===== config.mk =====
export PLATFORM = sky130hd
export DESIGN_NAME = qbp_port_pair
export DESIGN_NICKNAME = d
export VERILOG_FILES = /design/src/rtl/qbp_pkg.sv /design/src/rtl/qbp_port_pair.sv /design/src/rtl/qbp_pin_cell.sv
export SDC_FILE = /design/constraint.sdc
export NUM_CORES = 1
export LEC_CHECK = 0
export BUFFER_PORTS_ARGS = -buffer_cell sky130_fd_sc_hd__buf_4
export CORE_ASPECT_RATIO = 1.5
export CORE_UTILIZATION = 53
export CTS_CLUSTER_DIAMETER = 100
export CTS_CLUSTER_SIZE = 16
export DETAILED_ROUTE_END_ITERATION = 6
export PLACE_DENSITY_LB_ADDON = 0.08
export SLEW_MARGIN = 20
export SYNTH_ARGS = -nofsm -noshare
export SYNTH_HDL_FRONTEND = slang
export SYNTH_SLANG_ARGS = --single-unit

===== constraint.sdc =====
create_clock -name clk_i -period 5.28 [get_ports clk_i]
set_input_delay 1.056 -clock clk_i [delete_from_list [all_inputs] [get_ports clk_i]]
set_output_delay 1.056 -clock clk_i [all_outputs]
set_load 0.01 [all_outputs]

===== src/rtl/qbp_pkg.sv =====
package qbp_pkg;

    // ------------------------------------------------------------
    // Port geometry and reset values
    // ------------------------------------------------------------
    localparam int QBP_WIDTH = 8;
    localparam logic [7:0] QBP_LATCH_RESET = 8'hff;

    // ------------------------------------------------------------
    // Transition driver timing
    // ------------------------------------------------------------
    localparam int QBP_CLK_MHZ = 125;
    localparam int QBP_BOOST_NS = 16;
    localparam int QBP_BOOST_CYCLES =
        ((QBP_BOOST_NS * QBP_CLK_MHZ + 999) / 1000) < 1 ? 1 :
        ((QBP_BOOST_NS * QBP_CLK_MHZ + 999) / 1000);

    // ------------------------------------------------------------
    // Second port bit positions
    // ------------------------------------------------------------
    localparam int QBP_BIT_RXD = 0;
    localparam int QBP_BIT_TXD = 1;
    localparam int QBP_BIT_IRQ0 = 2;
    localparam int QBP_BIT_IRQ1 = 3;
    localparam int QBP_BIT_TMR0 = 4;
    localparam int QBP_BIT_TMR1 = 5;
    localparam int QBP_BIT_WRS = 6;
    localparam int QBP_BIT_RDS = 7;

    // ------------------------------------------------------------
    // Pin drive bundle
    // ------------------------------------------------------------
    typedef struct packed {
        logic [7:0] pull_down;
        logic [7:0] strong_up;
        logic [7:0] weak_up;
    } qbp_drive_t;

    // ------------------------------------------------------------
    // Second port alternate outputs, all default high
    // ------------------------------------------------------------
    typedef struct packed {
        logic serial0_transmit_out;
        logic write_strobe_n;
        logic read_strobe_n;
    } qbp_alt_out_t;

    typedef struct packed {
        logic serial0_receive_in;
        logic ext_irq_line_0;
        logic ext_irq_line_1;
        logic timer0_count_in;
        logic timer1_count_in;
    } qbp_alt_in_t;

endpackage : qbp_pkg


===== src/rtl/qbp_port_pair.sv =====
`timescale 1ns/1ps
`default_nettype none

module qbp_port_pair
    import qbp_pkg::*;
#(
    parameter int WIDTH = QBP_WIDTH,
    parameter int BOOST_CYCLES = QBP_BOOST_CYCLES
) (
    input wire logic clk_i,
    input wire logic reset_i,
    // Core write/read of latches
    input wire logic upper_wr_i,
    input wire logic [WIDTH-1:0] upper_wdata_i,
    input wire logic special_wr_i,
    input wire logic [WIDTH-1:0] special_wdata_i,
    output logic [WIDTH-1:0] upper_latch_o,
    output logic [WIDTH-1:0] special_latch_o,
    output logic [WIDTH-1:0] upper_pin_level_o,
    output logic [WIDTH-1:0] special_pin_level_o,
    // External memory cycle from core
    input wire logic ext_cycle_i,
    input wire logic [WIDTH-1:0] high_address_byte_i,
    // Alternate functions
    input wire qbp_alt_out_t alt_out_i,
    output qbp_alt_in_t alt_in_o,
    // Code source select pin
    input wire logic external_code_select_n_i,
    output logic fetch_external_o,
    // Pins
    input wire logic [WIDTH-1:0] upper_address_port_pins_i,
    output qbp_drive_t upper_address_port_pins_drive_o,
    input wire logic [WIDTH-1:0] special_function_port_pins_i,
    output qbp_drive_t special_function_port_pins_drive_o
);

    logic [WIDTH-1:0] upper_latch_q;
    logic [WIDTH-1:0] special_latch_q;
    logic [WIDTH-1:0] upper_level;
    logic [WIDTH-1:0] special_level;
    logic [WIDTH-1:0] special_alt;
    logic [WIDTH-1:0] upper_sync;
    logic [WIDTH-1:0] special_sync;
    logic sel_sync1_q;
    logic sel_sync2_q;
    logic fetch_ext_q;

    // ------------------------------------------------------------
    // Port latches
    // ------------------------------------------------------------
    always_ff @(posedge clk_i or posedge reset_i) begin
        if (reset_i) begin
            upper_latch_q <= QBP_LATCH_RESET;
        end else if (upper_wr_i) begin
            upper_latch_q <= upper_wdata_i;
        end
    end

    always_ff @(posedge clk_i or posedge reset_i) begin
        if (reset_i) begin
            special_latch_q <= QBP_LATCH_RESET;
        end else if (special_wr_i) begin
            special_latch_q <= special_wdata_i;
        end
    end

    // ------------------------------------------------------------
    // Level each pin should take
    // ------------------------------------------------------------
    always_comb begin
        special_alt = '1;
        special_alt[QBP_BIT_TXD] = alt_out_i.serial0_transmit_out;
        special_alt[QBP_BIT_WRS] = alt_out_i.write_strobe_n;
        special_alt[QBP_BIT_RDS] = alt_out_i.read_strobe_n;
    end

    // Address wins only while the external cycle lasts
    assign upper_level = ext_cycle_i ? high_address_byte_i
        : upper_latch_q;
    assign special_level = special_latch_q & special_alt;

    // ------------------------------------------------------------
    // Per-pin drivers
    // ------------------------------------------------------------
    for (genvar i = 0; i < WIDTH; i++) begin : g_pin
        qbp_pin_cell #(
            .BOOST_CYCLES(BOOST_CYCLES)
        ) u_upper (
            .clk_i(clk_i),
            .reset_i(reset_i),
            .level_i(upper_level[i]),
            .pin_i(upper_address_port_pins_i[i]),
            .pull_down_o(upper_address_port_pins_drive_o.pull_down[i]),
            .strong_up_o(upper_address_port_pins_drive_o.strong_up[i]),
            .weak_up_o(upper_address_port_pins_drive_o.weak_up[i]),
            .pin_sync_o(upper_sync[i])
        );
        qbp_pin_cell #(
            .BOOST_CYCLES(BOOST_CYCLES)
        ) u_special (
            .clk_i(clk_i),
            .reset_i(reset_i),
            .level_i(special_level[i]),
            .pin_i(special_function_port_pins_i[i]),
            .pull_down_o(special_function_port_pins_drive_o.pull_down[i]),
            .strong_up_o(special_function_port_pins_drive_o.strong_up[i]),
            .weak_up_o(special_function_port_pins_drive_o.weak_up[i]),
            .pin_sync_o(special_sync[i])
        );
    end

    // ------------------------------------------------------------
    // Reads and alternate inputs
    // ------------------------------------------------------------
    assign upper_latch_o = upper_latch_q;
    assign special_latch_o = special_latch_q;
    assign upper_pin_level_o = upper_sync;
    assign special_pin_level_o = special_sync;

    always_comb begin
        alt_in_o.serial0_receive_in = special_sync[QBP_BIT_RXD];
        alt_in_o.ext_irq_line_0 = special_sync[QBP_BIT_IRQ0];
        alt_in_o.ext_irq_line_1 = special_sync[QBP_BIT_IRQ1];
        alt_in_o.timer0_count_in = special_sync[QBP_BIT_TMR0];
        alt_in_o.timer1_count_in = special_sync[QBP_BIT_TMR1];
    end

    // ------------------------------------------------------------
    // Code source select
    // ------------------------------------------------------------
    always_ff @(posedge clk_i or posedge reset_i) begin
        if (reset_i) begin
            sel_sync1_q <= 1'b1;
            sel_sync2_q <= 1'b1;
            fetch_ext_q <= 1'b0;
        end else begin
            sel_sync1_q <= external_code_select_n_i;
            sel_sync2_q <= sel_sync1_q;
            fetch_ext_q <= !sel_sync2_q;
        end
    end

    assign fetch_external_o = fetch_ext_q;

endmodule : qbp_port_pair

`default_nettype wire


===== src/rtl/qbp_pin_cell.sv =====
`timescale 1ns/1ps
`default_nettype none

module qbp_pin_cell
    import qbp_pkg::*;
#(
    parameter int BOOST_CYCLES = QBP_BOOST_CYCLES
) (
    input wire logic clk_i,
    input wire logic reset_i,
    input wire logic level_i,
    input wire logic pin_i,
    output logic pull_down_o,
    output logic strong_up_o,
    output logic weak_up_o,
    output logic pin_sync_o
);

    localparam int CW = $clog2(BOOST_CYCLES + 1);

    logic level_q;
    logic [CW-1:0] boost_q;
    logic sync1_q;
    logic sync2_q;
    logic pd_q;
    logic su_q;

    // ------------------------------------------------------------
    // Previous level and transition counter
    // ------------------------------------------------------------
    always_ff @(posedge clk_i or posedge reset_i) begin
        if (reset_i) begin
            level_q <= 1'b1;
        end else begin
            level_q <= level_i;
        end
    end

    always_ff @(posedge clk_i or posedge reset_i) begin
        if (reset_i) begin
            boost_q <= '0;
        end else if (level_i && !level_q) begin
            boost_q <= CW'(BOOST_CYCLES);
        end else if (!level_i) begin
            boost_q <= '0;
        end else if (boost_q != '0) begin
            boost_q <= boost_q - CW'(1);
        end
    end

    // ------------------------------------------------------------
    // Registered drive outputs
    // ------------------------------------------------------------
    always_ff @(posedge clk_i or posedge reset_i) begin
        if (reset_i) begin
            pd_q <= 1'b0;
            su_q <= 1'b0;
        end else begin
            pd_q <= !level_i;
            su_q <= (level_i && !level_q) ||
                (level_i && boost_q > CW'(1));
        end
    end

    assign pull_down_o = pd_q;
    assign strong_up_o = su_q;
    assign weak_up_o = !pd_q;

    // ------------------------------------------------------------
    // Pin input synchroniser
    // ------------------------------------------------------------
    always_ff @(posedge clk_i or posedge reset_i) begin
        if (reset_i) begin
            sync1_q <= 1'b1;
            sync2_q <= 1'b1;
        end else begin
            sync1_q <= pin_i;
            sync2_q <= sync1_q;
        end
    end

    assign pin_sync_o = sync2_q;

endmodule : qbp_pin_cell

`default_nettype wire


==> results.txt <==
The overall die width is 86.0 um, and the final instance area is 0.00680 sq mm. The die outline area was 0.0110 sq mm; the total number of H-tree levels was 4. The number of warnings issued by yosys is 0. The tree built by TritonCTS fans out to 131 sinks. The mean area per synthesized cell is 13.0 sq um, and the register-to-register path setup slack is 4040 ps. The post-route minimum period was 2160 ps. The worst setup path is launched from a flip-flop.

The library cell used most frequently in the layout, excluding fill and tap cells, is sky130_fd_sc_hd__buf_4. Class of the tightest hold or removal check: flip-flop to flip-flop. The tools report the cell leakage power as 3.29 nW.

Setup violations remaining at the end of the flow were counted as 0. At the worst endpoint, the arrival time is 1110 ps. Share of layout cells above drive strength 1: 53.1%. The run gives 41.2% as the fraction of power consumed by the clock network.

The detailed router finished its first iteration with 96 violations. The top cell type by total area after synthesis was sky130_fd_sc_hd__dfstp_2. After synthesis, the cell types taking the most area are sky130_fd_sc_hd__dfstp_2, sky130_fd_sc_hd__dfrtp_1, sky130_fd_sc_hd__buf_4. The destination of the critical timing path is upper_latch_o[3]. The slew of the pin with the lowest slew margin works out to 762 ps. Setup repair after global routing left no endpoint under its margin. The largest registers in the layout are g_pin.u_special.boost_q x16, g_pin.u_upper.boost_q x16. The tools report the first-pass GRT wire length as 14.0 mm. The wire length per cell after detailed routing works out to 12.8 um. The relative contribution of combinational cells to total power is 15.1%.

Dividing total power by cell area gives a power density of 399 mW/mm^2. In the final layout, flip-flops and latches occupy 0.00336 sq mm. For the number of buffers added to fix hold violations after cts, the log shows 0.

The first detailed-routing pass ran for 4 iterations. TritonCTS built the clock tree. Summing the areas of all and, or, nand and nor instances in the mapped netlist gives 3.99% of the synthesized area. The number of placed I/O pins was 135. Kind of critical path: flip-flop to primary output. Across every metal layer, demand over resource in global routing totals 16.8%. The tools report the initial antenna violation count as 0.

In the layout the commonest cells are sky130_fd_sc_hd__buf_4, sky130_fd_sc_hd__dfstp_2, sky130_fd_sc_hd__dfrtp_1. For this run, the share of the core covered by cells in the final layout is 66.8%. The run gives 0 as the antenna violation net count after detailed routing. STA classifies the critical path endpoint as a primary output. The total count of hold-check failures in the final report came out at 0.

Headroom to the max-slew limit came out at 49.2%. The net count after synthesis was 512. The worst register-to-register path ends at g_pin[4].u_special.boost_q[1]$_DFFE_PP0P_. The flow ran to the end, and the final reports show no timing, DRC or antenna violations. The number of instances resized during post-cts repair is 0. The final worst-path cycle share is 40.9%. Longest individual stage delay on the worst path: 570 ps. The floorplan has 45 rows. The logs give 3079 for the via count of the first global-routing pass and 589 for the final-stage net count. For the worst flop-to-flop path, the logic depth is 4. Internal power comes to 2.03 mW. The worst path meets setup with 3120 ps of slack. For the final routed database, the setup TNS stands at 0 ps. The run gives 17 as the unique cell type count in the Yosys netlist. Summed over all layers, the routed wires come to 8.52 mm. For the deepest clock path buffer count, the log shows 2. The largest net degree at the start of global routing was 90; the post-detailed-route DRC marker count was 0. The tools report the post-synthesis instance area as 0.00561 sq mm. The worst-case setup slack after placement was 2720 ps.

Clock tree synthesis inserted a total of 17 buffers. After detailed routing, the number of vias per cell comes to 4.53. In this run the standard cell core region covers 0.0102 sq mm.

The effective utilization at floorplan is 55.1%. The run gives 4220 ps as the required time reported for the critical path endpoint. The worst register-to-register path begins at g_pin[4].u_special.boost_q[1]$_DFFE_PP0P_. The run gives 0 as the max-slew violation count.

The area occupied by multi-input gates came out at 0.00142 sq mm. During placement, the flow inserted port buffers numbering 134. The net switching power was 0.688 mW; the number of standard cells after synthesis was 432. The synthesized design devotes to its leading area cell type 30.9% of total area.

In the synthesized netlist the async set-or-reset flop fraction comes to 100%. Fill cells in the final layout number 780. The slowest stage of the critical path is the sky130_fd_sc_hd__dfstp_2 cell. The prevailing post-synth register cell was sky130_fd_sc_hd__dfstp_2. Of the total synthesized cell area, the portion taken by full adders, half adders and majority gates is 6.91%.

Registers are responsible for 43.7% of the overall power. After synthesis, the share of cell area in mux cells is 8.62%. After synthesis, flip-flops and latches occupy 59.9% of the total area. 0 antenna diodes ended up in the layout. The logs give 0.722 for the final weighted congestion in routability-driven placement and 631 for the post-placement cell count.

Tracing the worst setup path back leads to its startpoint at upper_latch_o[3]$_DFFE_PP1P_. Across the routed clock network, the largest skew measured is 6.01 ps. Excluding fillers, the count of instances in the completed layout stands at 663. Across the run, the number of max-cap violations was 0. The detailed-placement wirelength estimate is 5.95 mm.

The critical path buffer and inverter count is 1, and the proportion of total power due to net switching is 25.3%. The synthesized design contains 0 enable-type register cells. The run gives 350 ps as the worst hold margin. The number of cells on the critical path was 1; the highest clock frequency the design can meet was 0.463 GHz.

The category of cells accounting for the largest share of critical-path delay is flip-flops. The post-synthesis to final-layout area growth is 21.2%, and the height of the die is 128 um. The clock tree root buffer cell is sky130_fd_sc_hd__clkbuf_16. The synthesized-area fraction occupied by xor and xnor cells works out to 2.50%. Once the clock tree was built, the setup fixing pass inserted 0 buffers. The tools report the residual overflow from global routing as 0.

The maximum fanout encountered on the critical timing path was 3. By area, the combinational part of the netlist is dominated by buffers and inverters. The synthesized netlist devotes 3.30% of its cell area to compound gates. The synthesized design contains 131 register bits.

After detailed placement, the total cell area comes to 0.00622 sq mm. After layout, the design draws a total of 2.72 mW. For the worst-skew pair, the clock arrives at the later sink with an insertion delay of 410 ps. Clock-pin slew was measured on the worst setup and hold paths at 60 ps. The maximum vdd ir drop came out at 0.261 mV.

Walking the worst path, the cells encountered are buf_4. The tools report the vias after detailed routing as 3003.
## how the worst min path moves through the flow
| stage | to | depth (start not counted) | from | slack (ps) |
|---|---|---|---|---|
| 6_report | g_pin[2].u_upper.pin_sync_o$_DFF_PP1_ | 0 | g_pin[2].u_upper.sync1_q$_DFF_PP1_ | 350 |
| 5_1_grt | g_pin[2].u_upper.pin_sync_o$_DFF_PP1_ | 0 | g_pin[2].u_upper.sync1_q$_DFF_PP1_ | 350 |
| 3_5_place_dp | g_pin[2].u_upper.pin_sync_o$_DFF_PP1_ | 0 | g_pin[2].u_upper.sync1_q$_DFF_PP1_ | 350 |
| 3_3_place_gp | g_pin[5].u_upper.pin_sync_o$_DFF_PP1_ | 0 | g_pin[5].u_upper.sync1_q$_DFF_PP1_ | 350 |
| 2_1_floorplan | g_pin[0].u_special.pin_sync_o$_DFF_PP1_ | 0 | g_pin[0].u_special.sync1_q$_DFF_PP1_ | 350 |
| 4_1_cts | g_pin[5].u_upper.pin_sync_o$_DFF_PP1_ | 0 | g_pin[5].u_upper.sync1_q$_DFF_PP1_ | 350 |
## power by group through the flow
stage	Clock (mW)	Sequential [mW]	Combinational, mW
after floorplan	0	1.19	0.320
after global placement	0	1.20	0.402
after detailed placement	0	1.20	0.418
after CTS	1.14	1.19	0.421
after global routing	1.19	1.20	0.459
final	1.12	1.19	0.411
## Yosys cell counts, drive strengths merged, types with 5 or more instances
cell type and number:
buf 76, nand2b 15, xnor2 16, nand2 8, mux2 27, a21oi 32
inv 66, and3 16, mux2i 8, dfrtp 65, dfstp 66, ha 31
o21ai 5
## layout make-up
type                            instances  share of cell area (%)
Multi-Input combinational cell        158                    20.9
Sequential cell                       131                    49.4
Tap cell                              141                    2.59
Timing Repair Buffer                  135                    14.9
Clock buffer                           18                    6.62
Clock inverter                         14                    1.88
Inverter                               66                    3.72
## layer usage
layer / track usage (%) / up-vias / share of wire (%)
li1: - / 1433 / -
met1: 19.3 / 1468 / 39
met2: 28.6 / 89 / 54
met3: 5.15 / 13 / 5.2
met4: 7.65 / 0 / 1.8
met5: 0 / - / 0
## kinds of logic after synthesis
family                   after synthesis
multiplexers                          35
flip-flops                           131
adder cells (fa/ha/maj)               31
AND/OR/NAND/NOR                       39
XOR/XNOR                              16
AO/OA/AOI/OAI                         37
buffers and inverters                143
No activity file was read; power rests on OpenSTA's default activity.
